`src/rtl/ocm_pkg.sv`:
```
// Package for the offcore miss event matcher and the retirement event counter.
// Assumes a single core clock and that all pipeline inputs are on that clock.
package ocm_pkg;

    // Register address and layout of the matrix select register
    localparam logic [11:0] OCM_MATCH_SELECT_ADDR = 12'h1A6;
    localparam int OCM_SEL_W = 16;
    localparam int OCM_REQ_LSB = 0;
    localparam int OCM_RSP_LSB = 8;
    localparam int OCM_GRP_W = 8;
    localparam logic [15:0] OCM_SEL_RESET = 16'h0000;

    // Request-type bit positions in the low byte
    localparam int OCM_REQ_DMD_DATA_RD = 0;
    localparam int OCM_REQ_DMD_READ_FOR_OWNERSHIP = 1;
    localparam int OCM_REQ_DMD_IFETCH = 2;
    localparam int OCM_REQ_WRITEBACK = 3;
    localparam int OCM_REQ_PF_DATA_RD = 4;
    localparam int OCM_REQ_PF_READ_FOR_OWNERSHIP = 5;
    localparam int OCM_REQ_PF_IFETCH = 6;
    localparam int OCM_REQ_OTHER = 7;

    // Event codes of the retirement and offcore events; unit masks of the retirement events
    localparam logic [7:0] OCM_EV_INST_DONE = 8'hC0;
    localparam logic [7:0] OCM_EV_UOPS_DONE = 8'hC2;
    localparam logic [7:0] OCM_EV_X87_ASSIST = 8'hF7;
    localparam logic [7:0] OCM_EV_OFFCORE = 8'hB7;
    localparam logic [7:0] OCM_UM_INST_ANY = 8'h01;
    localparam logic [7:0] OCM_UM_UOPS_ANY = 8'h01;
    localparam logic [7:0] OCM_UM_ASSIST_ANY = 8'h01;
    localparam logic [7:0] OCM_UM_ASSIST_OUT = 8'h02;
    localparam logic [7:0] OCM_UM_ASSIST_IN = 8'h04;

    localparam int OCM_CTR_W = 48;
    localparam logic [47:0] OCM_CTR_RESET = 48'h0000_0000_0000;
    localparam int OCM_IP_W = 48;

    // Kind of access that caused a second-level miss
    typedef enum logic [2:0] {
        OCM_KIND_DATA_RD,
        OCM_KIND_READ_FOR_OWNERSHIP,
        OCM_KIND_IFETCH,
        OCM_KIND_WRITEBACK,
        OCM_KIND_NT_STORE,
        OCM_KIND_MISC
    } ocm_kind_e;

    // Who issued the request
    typedef enum logic [1:0] {
        OCM_SRC_CORE,
        OCM_SRC_L1D_PF,
        OCM_SRC_L2_PF
    } ocm_src_e;

    // Where the miss was served; order matches response bits 8..15
    typedef enum logic [2:0] {
        OCM_RSP_L3_UNSHARED,
        OCM_RSP_L3_SHARED_CLEAN,
        OCM_RSP_L3_HIT_MOD_OTHER,
        OCM_RSP_REMOTE_SCRUB,
        OCM_RSP_REMOTE_FWD,
        OCM_RSP_REMOTE_MEM,
        OCM_RSP_LOCAL_MEM,
        OCM_RSP_IO_CFG_MMIO
    } ocm_rsp_e;

    typedef struct packed {
        logic valid;
        ocm_kind_e kind;
        ocm_src_e src;
        ocm_rsp_e rsp;
    } ocm_miss_s;

    typedef struct packed {
        logic [7:0] code;
        logic [7:0] umask;
        logic [7:0] cmask;
        logic threshold_invert;
    } ocm_evsel_s;

    typedef struct packed {
        logic [2:0] inst_cnt;
        logic [2:0] uops_cnt;
        logic x87_assist_out;
        logic x87_assist_in;
        logic simd_assist;
        logic [47:0] ip;
    } ocm_retire_s;

endpackage

```
`src/rtl/ocm_matrix_match.sv`:
```
// Request-by-response matrix filter for one second-level miss.
// Assumes the miss descriptor is on core_clk; result is combinational.
`timescale 1ns/10ps
module ocm_matrix_match (
    input wire ocm_pkg::ocm_miss_s miss, // Miss descriptor
    input wire logic [15:0] match_sel, // Matrix select field
    output logic hit // Miss satisfies the matrix
);
    import ocm_pkg::*;

    logic [7:0] req_onehot;
    logic [7:0] rsp_onehot;
    logic pf_l2;

    assign pf_l2 = (miss.src == OCM_SRC_L2_PF);

    always_comb begin
        req_onehot = 8'h00;
        case (miss.kind)
            OCM_KIND_DATA_RD: req_onehot[pf_l2 ? OCM_REQ_PF_DATA_RD : OCM_REQ_DMD_DATA_RD] = 1'b1;
            OCM_KIND_READ_FOR_OWNERSHIP: begin
                req_onehot[pf_l2 ? OCM_REQ_PF_READ_FOR_OWNERSHIP
                    : OCM_REQ_DMD_READ_FOR_OWNERSHIP] = 1'b1;
            end
            OCM_KIND_IFETCH: req_onehot[pf_l2 ? OCM_REQ_PF_IFETCH : OCM_REQ_DMD_IFETCH] = 1'b1;
            OCM_KIND_WRITEBACK: req_onehot[OCM_REQ_WRITEBACK] = 1'b1;
            OCM_KIND_NT_STORE: req_onehot[OCM_REQ_OTHER] = 1'b1;
            default: req_onehot[OCM_REQ_OTHER] = 1'b1;
        endcase
    end

    always_comb begin
        rsp_onehot = 8'h00;
        rsp_onehot[miss.rsp] = 1'b1;
    end

    assign hit = miss.valid
        && |(req_onehot & match_sel[OCM_REQ_LSB +: OCM_GRP_W])
        && |(rsp_onehot & match_sel[OCM_RSP_LSB +: OCM_GRP_W]);

endmodule

```
`src/rtl/ocm_counter.sv`:
```
// One performance counter with software load, overflow flag and frozen sample IP.
// Assumes increments and the IP come from logic on core_clk.
`timescale 1ns/10ps
module ocm_counter #(
    parameter int CTR_W = 48,
    parameter int IP_W = 48
) (
    input wire logic core_clk, // Core clock
    input wire logic sys_rst, // Synchronous reset, active high
    input wire logic [3:0] inc, // Amount to add this cycle
    input wire logic [IP_W-1:0] ip, // Instruction pointer of this cycle
    input wire logic load, // Software write strobe
    input wire logic [CTR_W-1:0] load_val, // Software write value
    input wire logic ovf_clear, // Software clears overflow flag
    output logic [CTR_W-1:0] count, // Counter value
    output logic ovf, // Sticky overflow flag
    output logic ovf_pulse, // One-cycle overflow event
    output logic [IP_W-1:0] sample_ip // IP frozen at overflow
);
    logic [CTR_W:0] sum;

    assign sum = {1'b0, count} + {{(CTR_W - 3){1'b0}}, inc};

    always_ff @(posedge core_clk) begin
        if (sys_rst) begin
            count <= '0;
        end else if (load) begin
            count <= load_val;
        end else begin
            count <= sum[CTR_W-1:0];
        end
    end

    always_ff @(posedge core_clk) begin
        if (sys_rst) begin
            ovf_pulse <= 1'b0;
        end else begin
            ovf_pulse <= !load && sum[CTR_W];
        end
    end

    // Set wins over a same-cycle clear
    always_ff @(posedge core_clk) begin
        if (sys_rst) begin
            ovf <= 1'b0;
        end else if (!load && sum[CTR_W]) begin
            ovf <= 1'b1;
        end else if (ovf_clear) begin
            ovf <= 1'b0;
        end
    end

    always_ff @(posedge core_clk) begin
        if (sys_rst) begin
            sample_ip <= '0;
        end else if (!load && sum[CTR_W]) begin
            sample_ip <= ip;
        end
    end

endmodule

```
`src/rtl/ocm_event_unit.sv`:
```
// Behaviour
// - Offcore event counts a miss matching any selected request and response bit.
// - Select field is 16 bits: requests low byte, responses high byte.
// - Request bits 0..7: demand read, ownership read, ifetch, writeback, prefetches, other.
// - Response bits 8..15: three L3 hits, scrub, forward, remote, local, I/O.
// - Other request bit covers miscellaneous requests such as non-temporal stores.
// - One shared select register, so one matrix setting per collection period.
// - Demand includes first-level prefetcher; prefetch means second-level prefetcher only.
// - Instructions event with huge count mask and invert counts every cycle.
// - On general counter overflow the sample IP freezes; interrupt waits until unmasked.
// - Micro-op event: count mask 1 counts active cycles, invert idle cycles.
// - Assist events see x87 assists only: any, output, input.
//
// Top of the event qualification block: select register port, offcore matrix
// counter, and a general counter fed by the retirement event qualifier.
// Assumes pipeline inputs and the register port are all on core_clk.
`timescale 1ns/10ps
module ocm_event_unit #(
    parameter int CTR_W = ocm_pkg::OCM_CTR_W,
    parameter int IP_W = ocm_pkg::OCM_IP_W
) (
    input wire logic core_clk, // Core clock, 50 MHz
    input wire logic sys_rst, // Synchronous reset, active high
    input wire logic reg_wr, // Register write strobe
    input wire logic reg_rd, // Register read strobe
    input wire logic [11:0] reg_addr, // Register address
    input wire logic [15:0] reg_wdata, // Register write data
    output logic [15:0] reg_rdata, // Register read data, one cycle later
    output logic reg_ack, // Read or write accepted
    output logic reg_err, // Access to an unmapped address
    input wire ocm_pkg::ocm_miss_s miss, // Second-level miss from the pipeline
    input wire ocm_pkg::ocm_retire_s retire, // Retirement activity this cycle
    input wire logic core_halted, // Core is halted this cycle
    input wire logic intr_masked, // Interrupts are masked
    input wire ocm_pkg::ocm_evsel_s gen_sel, // Event select of the general counter
    input wire logic gen_load, // Load the general counter
    input wire logic [CTR_W-1:0] gen_load_val, // Value for general counter load
    input wire logic off_load, // Load the offcore counter
    input wire logic [CTR_W-1:0] off_load_val, // Value for offcore counter load
    input wire logic ovf_clear, // Clear both overflow flags
    output logic [CTR_W-1:0] gen_count, // General counter value
    output logic [CTR_W-1:0] off_count, // Offcore counter value
    output logic gen_ovf, // General counter overflow flag
    output logic off_ovf, // Offcore counter overflow flag
    output logic [IP_W-1:0] sample_ip, // IP frozen at general overflow
    output logic pmi // One-cycle overflow interrupt
);
    import ocm_pkg::*;

    logic [15:0] match_select_r;
    logic match_hit;
    logic [3:0] off_inc;
    logic [3:0] raw_inc;
    logic [3:0] gen_inc;
    logic cmask_true;
    logic gen_ovf_pulse;
    logic off_ovf_pulse;
    logic pmi_pend_r;
    logic pmi_pend_nxt;
    logic [CTR_W-1:0] gen_count_w;
    logic [CTR_W-1:0] off_count_w;
    logic gen_ovf_w;
    logic off_ovf_w;
    logic [IP_W-1:0] sample_ip_w;
    logic addr_hit;

    assign addr_hit = (reg_addr == OCM_MATCH_SELECT_ADDR);

    always_ff @(posedge core_clk) begin
        if (sys_rst) begin
            match_select_r <= OCM_SEL_RESET;
        end else if (reg_wr && addr_hit) begin
            match_select_r <= reg_wdata;
        end
    end

    always_ff @(posedge core_clk) begin
        if (sys_rst) begin
            reg_rdata <= 16'h0000;
            reg_ack <= 1'b0;
            reg_err <= 1'b0;
        end else begin
            reg_rdata <= (reg_rd && addr_hit) ? match_select_r : 16'h0000;
            reg_ack <= (reg_rd || reg_wr) && addr_hit;
            reg_err <= (reg_rd || reg_wr) && !addr_hit;
        end
    end

    ocm_matrix_match u_match (
        .miss(miss),
        .match_sel(match_select_r),
        .hit(match_hit)
    );

    assign off_inc = {3'b000, match_hit};

    // Raw per-cycle amount of the selected retirement event
    always_comb begin
        raw_inc = 4'h0;
        case (gen_sel.code)
            OCM_EV_INST_DONE: begin
                if (gen_sel.umask == OCM_UM_INST_ANY) begin
                    raw_inc = {1'b0, retire.inst_cnt};
                end
            end
            OCM_EV_UOPS_DONE: begin
                if (gen_sel.umask == OCM_UM_UOPS_ANY) begin
                    raw_inc = {1'b0, retire.uops_cnt};
                end
            end
            OCM_EV_X87_ASSIST: begin
                case (gen_sel.umask)
                    OCM_UM_ASSIST_ANY: raw_inc = {3'b000,
                        retire.x87_assist_out | retire.x87_assist_in};
                    OCM_UM_ASSIST_OUT: raw_inc = {3'b000, retire.x87_assist_out};
                    OCM_UM_ASSIST_IN: raw_inc = {3'b000, retire.x87_assist_in};
                    default: raw_inc = 4'h0;
                endcase
            end
            default: raw_inc = 4'h0;
        endcase
    end

    // huge cmask with invert counts every cycle
    // cmask one counts active cycles
    // The threshold compare uses full width so no cmask wraps into a small value.
    assign cmask_true = ({4'h0, raw_inc} >= gen_sel.cmask) ^ gen_sel.threshold_invert;

    // Halted cycles still count, since the qualifier ignores core_halted by design
    always_comb begin
        if (gen_sel.cmask == 8'h00) begin
            gen_inc = raw_inc;
        end else begin
            gen_inc = {3'b000, cmask_true};
        end
    end

    ocm_counter #(
        .CTR_W(CTR_W),
        .IP_W(IP_W)
    ) u_gen_ctr (
        .core_clk(core_clk),
        .sys_rst(sys_rst),
        .inc(gen_inc),
        .ip(retire.ip),
        .load(gen_load),
        .load_val(gen_load_val),
        .ovf_clear(ovf_clear),
        .count(gen_count_w),
        .ovf(gen_ovf_w),
        .ovf_pulse(gen_ovf_pulse),
        .sample_ip(sample_ip_w)
    );

    ocm_counter #(
        .CTR_W(CTR_W),
        .IP_W(IP_W)
    ) u_off_ctr (
        .core_clk(core_clk),
        .sys_rst(sys_rst),
        .inc(off_inc),
        .ip(retire.ip),
        .load(off_load),
        .load_val(off_load_val),
        .ovf_clear(ovf_clear),
        .count(off_count_w),
        .ovf(off_ovf_w),
        .ovf_pulse(off_ovf_pulse),
        .sample_ip()
    );

    // Counter module outputs are already flops; these are the top-level copies
    assign gen_count = gen_count_w;
    assign off_count = off_count_w;
    assign gen_ovf = gen_ovf_w;
    assign off_ovf = off_ovf_w;
    assign sample_ip = sample_ip_w;

    always_comb begin
        pmi_pend_nxt = pmi_pend_r || gen_ovf_pulse || off_ovf_pulse;
        if (!intr_masked) begin
            pmi_pend_nxt = 1'b0;
        end
    end

    always_ff @(posedge core_clk) begin
        if (sys_rst) begin
            pmi_pend_r <= 1'b0;
            pmi <= 1'b0;
        end else begin
            pmi_pend_r <= pmi_pend_nxt;
            pmi <= !intr_masked && (pmi_pend_r || gen_ovf_pulse || off_ovf_pulse);
        end
    end

endmodule

```
`config.mk`:
```
export PLATFORM = sky130hd
export DESIGN_NAME = ocm_event_unit
export DESIGN_NICKNAME = d
export VERILOG_FILES = /design/src/rtl/ocm_pkg.sv /design/src/rtl/ocm_matrix_match.sv /design/src/rtl/ocm_counter.sv /design/src/rtl/ocm_event_unit.sv
export SDC_FILE = /design/constraint.sdc
export NUM_CORES = 1
export LEC_CHECK = 0
export BUFFER_PORTS_ARGS = -buffer_cell sky130_fd_sc_hd__clkbuf_2
export CAP_MARGIN = 5
export CORE_AREA = 3 3 151 153
export CTS_BUF_LIST = sky130_fd_sc_hd__clkbuf_16
export DETAILED_ROUTE_END_ITERATION = 10
export DIE_AREA = 0 0 154 156
export PLACE_DENSITY = 0.8
export SETUP_SLACK_MARGIN = 0.2
export SLEW_MARGIN = 5
export SYNTH_ARGS = -nofsm -noshare
export SYNTH_HDL_FRONTEND = slang
export SYNTH_SLANG_ARGS = --single-unit
```
`constraint.sdc`:
```
create_clock -name core_clk -period 6.5 [get_ports core_clk]
set_input_delay 1.625 -clock core_clk [delete_from_list [all_inputs] [get_ports core_clk]]
set_output_delay 1.625 -clock core_clk [all_outputs]
set_load 0.005 [all_outputs]
```
-- Word-level counts from Yosys, hierarchy flattened
Index checks and enable logic that the tools add are counted.
- bits in registers: 184
- output and inout bits: 165
- word-level logic and storage cells: 94
- add/sub/neg operators: 2
- $lt $le $gt $ge: 9
- equal/unequal tests: 11
- muxes and demuxes: 25
- bitwise gates (word level): 6
- reductions and logical operators: 28
- operators with widths (cell ; number):
    $ge 32x1->1 const B ; 3
    $lt 32x5->1 const B ; 3
    $mux 48 ; 2
    $add 48x1->49 ; 1
    $add 48x4->49 ; 1
    $eq 8x8->1 const B ; 3
    $pmux 3 s3 ; 2
    $and 8x8->8 ; 2
    $reduce_or 8->1 ; 2
    $mux 3 ; 5
    $logic_and 1x1->1 ; 13
    $demux 1 s3 ; 4
    $eq 12x9->1 const B ; 1
    $pmux 4 s3 ; 1
    $eq 8x1->1 const B ; 1
    $eq 8x2->1 const B ; 1
    $eq 8x3->1 const B ; 1
    $ge 4x8->1 ; 1
    $logic_not 8->1 ; 1
    $pmux 1 s4 ; 2
    $mux 1 ; 7
    $eq 3x2->1 const B ; 2
    $logic_not 1->1 ; 4
    $lt 3x4->1 const B ; 1
    12 further kinds ; 17

-- Longest topological paths before layout
Gate-level depths: netlist (run 1).
- depth in word-level cells: 14
- gate-level depth with buffers: 21
- gate-level depth less buffers: 18

-- By module
Synthesis (run 1) repeated with hierarchy kept, for this count alone.
- cells, all modules: 1348
- area total of the unflattened synthesis: 11202.0 um^2
- modules (own cells, without submodules) (module ; times used ; cells each ; area an instance (um^2) ; sequential area each (um^2)):
    ocm_counter ; 2 ; 599 ; 4810.9 ; 1961.9
    ocm_event_unit ; 1 ; 138 ; 1427.6 ; 720.7
    ocm_matrix_match ; 1 ; 12 ; 152.6 ; 0.0

-- Least setup slack after synthesis (run 1)
No wires, ideal clock.
- path type: input-to-reg
- start: in gen_sel[11] in the netlist's numbering
- end: reg u_gen_ctr.sample_ip[30]
- setup time: 0.070 ns
- data arrival time: 5.069 ns
- required time: 6.430 ns
- setup slack: 1.361 ns
- cell stages on the path: 21
- path buffers: 3
- path through: nand3b_1 > a211oi_1 > a31oi_1 > o32a_1 > ha_1 > nand2b_1 > nand3_1 > a21oi_1 > xnor2_1 > mux2i_1 > ha_1 > inv_1 > fa_1 > nor2b_1 > o21a_1 > and3_1 > clkbuf_1 > buf_2 > buf_2 > nand4_1 > a21oi_1
- word-level cells in the longest chain between the ends: 8
- elaborated cells between the ends (all ways): 12
- classes of those cells: 1 x add/sub; 1 x order compare; 3 x eq/ne; 5 x mux; 1 x bitwise; 1 x reduce/logical
- ends and longest elaborated chain (item ; RTL line ; text):
    start: declaration ; ocm_event_unit.sv:35 ; input wire ocm_pkg::ocm_evsel_s gen_sel,
    $eq 8x3->1, or another cell as far along ; ocm_event_unit.sv:112 ; case (gen_sel.umask)
    $pmux 1 s3, or another cell as far along ; ocm_event_unit.sv:112 ;
    $pmux 4 s3 * ; ocm_event_unit.sv:100 ; case (gen_sel.code)
    $ge 4x8->1 ; ocm_event_unit.sv:127 ; assign cmask_true = ({4'h0, raw_inc} >= gen_sel.cmask) ^ gen_sel.threshold_invert;
    $xor 1x1->1 ; ocm_event_unit.sv:127 ;
    $mux 4 * ; ocm_event_unit.sv:131 ; if (gen_sel.cmask == 8'h00) begin
    $add 48x4->49 * ; ocm_counter.sv:22 ; assign sum = {1'b0, count} + {{(CTR_W - 3){1'b0}}, inc};
    $logic_and 1x1->1 * ; ocm_counter.sv:56 ; end else if (!load && sum[CTR_W]) begin
    end signal: assignment ; ocm_counter.sv:57 ; sample_ip <= ip;
    end: declaration ; ocm_counter.sv:18 ; output logic [IP_W-1:0] sample_ip
Every way passes the cells marked *; elsewhere a longest branch is shown, timed or not.
A chain may end at the register's enable or synchronous reset.

-- Worst setup path after layout (run 1)
- start: in gen_sel[10] in the netlist's numbering
- end: reg u_gen_ctr.sample_ip[43]
Same word-level chain as after synthesis.

==> flow_summary.json, run 1 <==
{
  "status": "complete, no violations",
  "cts_inserted_buffers": 17,
  "nets": 1657,
  "hold_viol_final": 0,
  "rrSetupSlack_ns": 3.01,
  "holdWs_ns": 0.459,
  "post_cts_buffers": 0,
  "synth_cells": 1103,
  "die_w_um": 154,
  "p_leak_nw": 5.18,
  "finClkSkew_ns": 0.0189,
  "cp-startpoint": "gen_sel[10]",
  "grt_max_degree": 96,
  "synthesis.area_um2": 9380,
  "ys_seq_area_share_pct": 39.3,
  "drt_first_pass_iters": 5,
  "drtAntennaViolNets": 0,
  "drc": 0,
  "core_um2": 21700,
  "synth.distinct_cells": 64,
  "clockRootBuffer": "clkbuf_16",
  "finalNonFillerCells": 1716,
  "worst_pin_slew_ns": 1.10,
  "synth-seq-cells": 184,
  "antenna_found_initial": 0,
  "dp_hpwl_um": 21800,
  "wl_per_cell_um": 17.5,
  "syn_to_final_growth_pct": 27.6,
  "cp-endpoint": "u_gen_ctr.sample_ip[43]",
  "rsz0062_at_grt": "no",
  "io_pins": 389,
  "async_flop_share_pct": 0,
  "power.total_mw": 2.52,
  "layout_setup_ws_ns": 1.04,
  "initial_core_util_pct": 43.3,
  "place_ws_ns": 0.687,
  "yosysWarningCount": 0,
  "clk_pin_slew_ns": 0.08,
  "post_cts_resized": 0,
  "die-area_um2": 24000,
  "grt_pass1_wl_um": 47900,
  "critPathKind": "primary input to flop",
  "cp-end-kind": "flop",
  "r2r_start": "match_select_r[0]",
  "num_vias": 9823,
  "final_max_slew_viol_count": 0,
  "yosys.area.top_type": "dfxtp_1",
  "fin_util_pct": 55.2,
  "ys.flop_type": "dfxtp_1",
  "startpoint_type": "primary input",
  "design_area_um2": 12000,
  "p_per_area_nw_per_um2": 211,
  "drive_gt1_share_pct": 31.4,
  "clk_latency_ns": 0.43,
  "cts-hold-fix-buffers": 0,
  "ir_drop_v": 0.000140,
  "fp.dieH_um": 156,
  "fin_tns_setup_ns": 0,
  "cts_tree": "done",
  "clock-sinks": 184,
  "placedCellCount": 1685,
  "slew_headroom_pct": 26.6,
  "r2r_end": "u_off_ctr.count[46]",
  "arrival_ns": 5.75,
  "viasPerCell": 5.72,
  "overflow": 0,
  "r2r_cells": 10,
  "hold_path_class": "flop to flop",
  "synth_most_common_cell": "dfxtp_1",
  "cap_violations": 0,
  "finalCriticalPeriod_ns": 5.46,
  "core.rowCount": 54,
  "wl_um": 30000,
  "grt_pass1_vias": 9312,
  "synthTopCellsByArea": "dfxtp_1, nand4_1, o31ai_1, a21oi_1, mux2i_1",
  "routabilityCongestion": 0.940,
  "n_antenna_cell": 0,
  "cp_max_fo": 44,
  "finalCritPeriodShare_pct": 83.9,
  "syn_area_per_cell_um2": 8.51,
  "gr-usage-all-layers_pct": 23.7,
  "fmax_mhz": 183,
  "clockBufferDepth": 2,
  "dpl_cell_area_um2": 11400,
  "synth_edf_count": 0,
  "cts_max_level": 4,
  "synth_commonest_cells": "dfxtp_1, nor2_1, a21oi_1",
  "required_ns": 6.79,
  "io_buffers": 386,
  "first_iter_violations": 670,
  "setup_violations": 0,
  "syn_nets": 1336,
  "netlist.area_leader.share_pct": 39.3
}
routing by layer:
layer	vias to the layer above	GRT usage (%)	share of wire (%)
met5	-	0	0
met4	0	6.77	1.9
met3	43	5.60	6.3
met2	357	39.5	49
met1	4657	30.9	43
li1	4766	-	-
sequential cells by signal, indices dropped and copies added, names as in the netlist:
name	count
reg_err	1
u_gen_ctr.ovf	1
u_off_ctr.ovf_pulse	1
u_off_ctr.ovf	1
reg_rdata	16
pmi	1
reg_ack	1
pmi_pend_r	1
match_select_r	16
u_gen_ctr.count	48
u_gen_ctr.ovf_pulse	1
u_off_ctr.count	48
u_gen_ctr.sample_ip	48
placed cells by master, fill, tap and decap left out, types with 15 or more instances in the layout:
cell type and n:
clkbuf_2 384, dfxtp_1 184, nor2_1 92, a21oi_1 80, nand4_1 76, o31ai_1 62
nand2_1 55, inv_1 39, nand3_1 39, mux2i_1 35, xor2_1 34, a211oi_1 27
nor3_1 22, a311oi_1 21, and2_1 20, and4_1 20, clkbuf_16 17, xnor2_1 16
o21a_1 16, or4_1 16, o21ai_0 15
critical path, cell delays in order:
cell and delay (ns):
clkbuf_2 0.10, nor4b_1 0.52, a31oi_1 0.11, o32a_1 0.37, ha_1 0.27, nand2b_1 0.13, nand3_1 0.07, a21oi_1 0.07
xnor2_1 0.12, mux2i_1 0.13, ha_1 0.20, inv_1 0.06, fa_1 0.38, nor2b_1 0.16, o21a_1 0.16, nand3_2 0.36
buf_4 0.45, o31ai_1 0.32, a21oi_1 0.11
area by class of cell:
type                            instances  area [um^2]
Clock inverter                         14          173
Multi-Input combinational cell        784         5170
Tap cell                              280          350
Sequential cell                       184         3680
Inverter                               40          150
Clock buffer                           17          425
Fill cell                            2007         9720
Timing Repair Buffer                  397         2020
cells by family after synthesis:
| kind of cell | Yosys count | synth area share [%] |
|---|---|---|
| simple gates | 429 | 26.0 |
| compound gates | 259 | 18.9 |
| flops | 184 | 39.3 |
| buf+inv | 135 | 5.76 |
| xor+xnor | 50 | 4.67 |
| mux | 37 | 4.21 |
| fa+ha+maj | 9 | 1.28 |
worst min-delay path by stage:
stage | endpoint | depth (start not counted) | from
after floorplan | reg_rdata[10] | 1 | match_select_r[10]
after global placement | u_off_ctr.ovf | 1 | u_off_ctr.ovf
after detailed placement | u_off_ctr.ovf | 1 | u_off_ctr.ovf
after CTS | u_off_ctr.ovf | 1 | u_off_ctr.ovf
after global routing | u_off_ctr.ovf | 1 | u_off_ctr.ovf
final | u_off_ctr.ovf | 1 | u_off_ctr.ovf
power by group:
group	leakage (nW)	internal (mW)	switching, mW
clock network	0.290	0.522	0.528
logic	3.39	0.127	0.124
registers	1.51	1.17	0.0576
total	5.18	1.81	0.710
No activity file was read; power rests on OpenSTA's default activity.
==> run 2, diff against run 1 <==
- clock period: 6.5 -> 5.3 ns (I/O delays scaled with it)
==> run 2 against run 1 <==
Effect of this change:
- critical path depth increased by 1
- register-to-register slack worse by 1.0 ns
- count of clock-buffer cells in the layout unchanged
- combinational power is 24% higher
- cell count is 0.76% higher
- first-iteration DRC count fell by 0.45%
- sequential cell count unchanged
- critical endpoint is now u_gen_ctr.count[36]
- largest power group unchanged
==> flow_summary.json, run 2 (same netlist as run 1, synthesis figures left out) <==
{
  "design_area_um2": 12200,
  "first_iter_violations": 667,
  "fp.dieH_um": 156,
  "clk_pin_slew_ns": 0.08,
  "num_vias": 9982,
  "slowest_delay_ns": 0.39,
  "drt_first_pass_iters": 6,
  "core.rowCount": 54,
  "final_max_slew_viol_count": 0,
  "pwr-share-seq_pct": 48.4,
  "clk_latency_ns": 0.43,
  "viasPerCell": 5.77,
  "gr-usage-met2_pct": 39.8,
  "worstPathCellList": "clkbuf_2 > nand3b_1 > a211oi_2 > a31oi_1 > o32a_1 > ha_1 > nand2b_1 > nand3_1 > a21oi_1 > xnor2_1 > mux2i_1 > ha_2 > inv_1 > fa_1 > nor2b_1 > o21a_2 > nand3_4 > buf_4 > or4_1 > a311oi_1",
  "drive_gt1_share_pct": 32.6,
  "busiest_layer": "met2",
  "nets": 1669,
  "finalCriticalPeriod_ns": 4.94,
  "hold_path_class": "flop to flop",
  "finClkSkew_ns": 0.0201,
  "syn_to_final_growth_pct": 29.5,
  "grt_pass1_wl_um": 48000,
  "clock-sinks": 184,
  "clockBufferDepth": 2,
  "cp_top_family": "compound AO/OA/AOI/OAI gates",
  "finalCritPeriodShare_pct": 93.3,
  "drc": 0,
  "wl_per_cell_um": 17.9,
  "cts_inserted_buffers": 17,
  "grt_max_degree": 106,
  "overflow": 0,
  "core_um2": 21700,
  "final_cell_mix": "clkbuf_2, dfxtp_1, nor2_1",
  "dp_hpwl_um": 22000,
  "n_antenna_cell": 0,
  "required_ns": 5.63,
  "p_per_area_nw_per_um2": 255,
  "cp-end-kind": "flop",
  "startpoint_type": "primary input",
  "placedCellCount": 1693,
  "critPathKind": "primary input to flop",
  "wl_um": 30900,
  "dpl_cell_area_um2": 11400,
  "die-area_um2": 24000,
  "gr-usage-all-layers_pct": 23.8,
  "arrival_ns": 5.27,
  "io_buffers": 386,
  "worst_pin_slew_ns": 1.20,
  "pwr-share-comb_pct": 10.0,
  "path_buf_inv": 3,
  "top_regs": "u_gen_ctr.count (48), u_gen_ctr.sample_ip (48), u_off_ctr.count (48)",
  "drtAntennaViolNets": 0,
  "fmax_mhz": 202,
  "crit_slowest_cell": "o32a_1",
  "p_sw_mw": 0.871,
  "final_common_cell": "clkbuf_2",
  "switching_share_pct": 28.1,
  "cp_max_fo": 7,
  "antenna_found_initial": 0,
  "gr-usage-met3_pct": 5.24,
  "cts_max_level": 4,
  "p_leak_nw": 5.25,
  "use_met1_pct": 31.0,
  "routabilityCongestion": 0.931,
  "grt_pass1_vias": 9179,
  "finalNonFillerCells": 1729,
  "hold_viol_final": 0,
  "die_w_um": 154,
  "setup_violations": 0,
  "p_clk_share_pct": 41.6,
  "rsz0062_at_grt": "no",
  "io_pins": 389,
  "fin_util_pct": 56.0,
  "ir_drop_v": 0.000172,
  "p_int_mw": 2.23,
  "clockRootBuffer": "clkbuf_16",
  "fin_tns_setup_ns": 0,
  "slew_headroom_pct": 19.6,
  "power.total_mw": 3.10,
  "cap_violations": 0,
  "status": "complete, no violations",
  "cts_tree": "done",
  "initial_core_util_pct": 43.3
}
## run 2: cell types whose count changed in the layout (fill, tap and decap cells not counted), sizes merged
cell,before,now
clkbuf,401,402
inv,47,49
clkinv,7,6
buf,13,23
nand3,42,43
## run 2: worst paths after layout
| check | end | slack [ns] | cells after the start | from |
|---|---|---|---|---|
| max reg2reg | u_off_ctr.count[41] | 1.98 | 10 | match_select_r[0] |
| min | u_gen_ctr.sample_ip[41] | 0.46 | 2 | u_gen_ctr.sample_ip[41] |
| max | u_gen_ctr.count[36] | 0.36 | 20 | gen_sel[11] |
| min reg2reg | u_gen_ctr.sample_ip[41] | 0.46 | 2 | u_gen_ctr.sample_ip[41] |
## run 2: final cells by class
cell class	count	area (um^2)
clock buffer	17	425
clock inverter	15	179
fill	2000	9540
inverter	40	150
multi-input combinational	785	5230
sequential	184	3680
tap	280	350
timing repair buffer	408	2140
## run 2: repair_timing
action,CTS,global route
setup endpoints to repair,0,59
gates resized for setup,0,12
hold buffers,0,0
buffers inserted,0,2
## run 2: power groups by stage
stage | Sequential (mW) | Combinational, mW | Clock [mW]
finish | 1.50 | 0.311 | 1.29
global route | 1.51 | 0.344 | 1.37
CTS | 1.50 | 0.310 | 1.32
detailed placement | 1.53 | 0.308 | 0
global placement | 1.53 | 0.302 | 0
floorplan | 1.52 | 0.139 | 0
## run 2: per-layer routing
| layer | wire, um | up-vias |
|---|---|---|
| met5 | 0 | - |
| met4 | 762 | 0 |
| met3 | 2270 | 63 |
| met2 | 15100 | 430 |
| met1 | 12800 | 4694 |
| li1 | - | 4795 |
## run 2: worst min-delay path, stage by stage (launching register included)
cell	delay, ns
dfxtp_1	0.31
o31ai_1	0.06
a21oi_1	0.05
## run 2: metrics by stage
stage          worst slack [ns]  hold WS (ns)
6_report                  0.357         0.464
5_1_grt                   0.170         0.483
4_1_cts                   0.206         0.468
3_5_place_dp             -0.180         0.459
3_3_place_gp             0.0177         0.434
2_1_floorplan             0.461         0.447
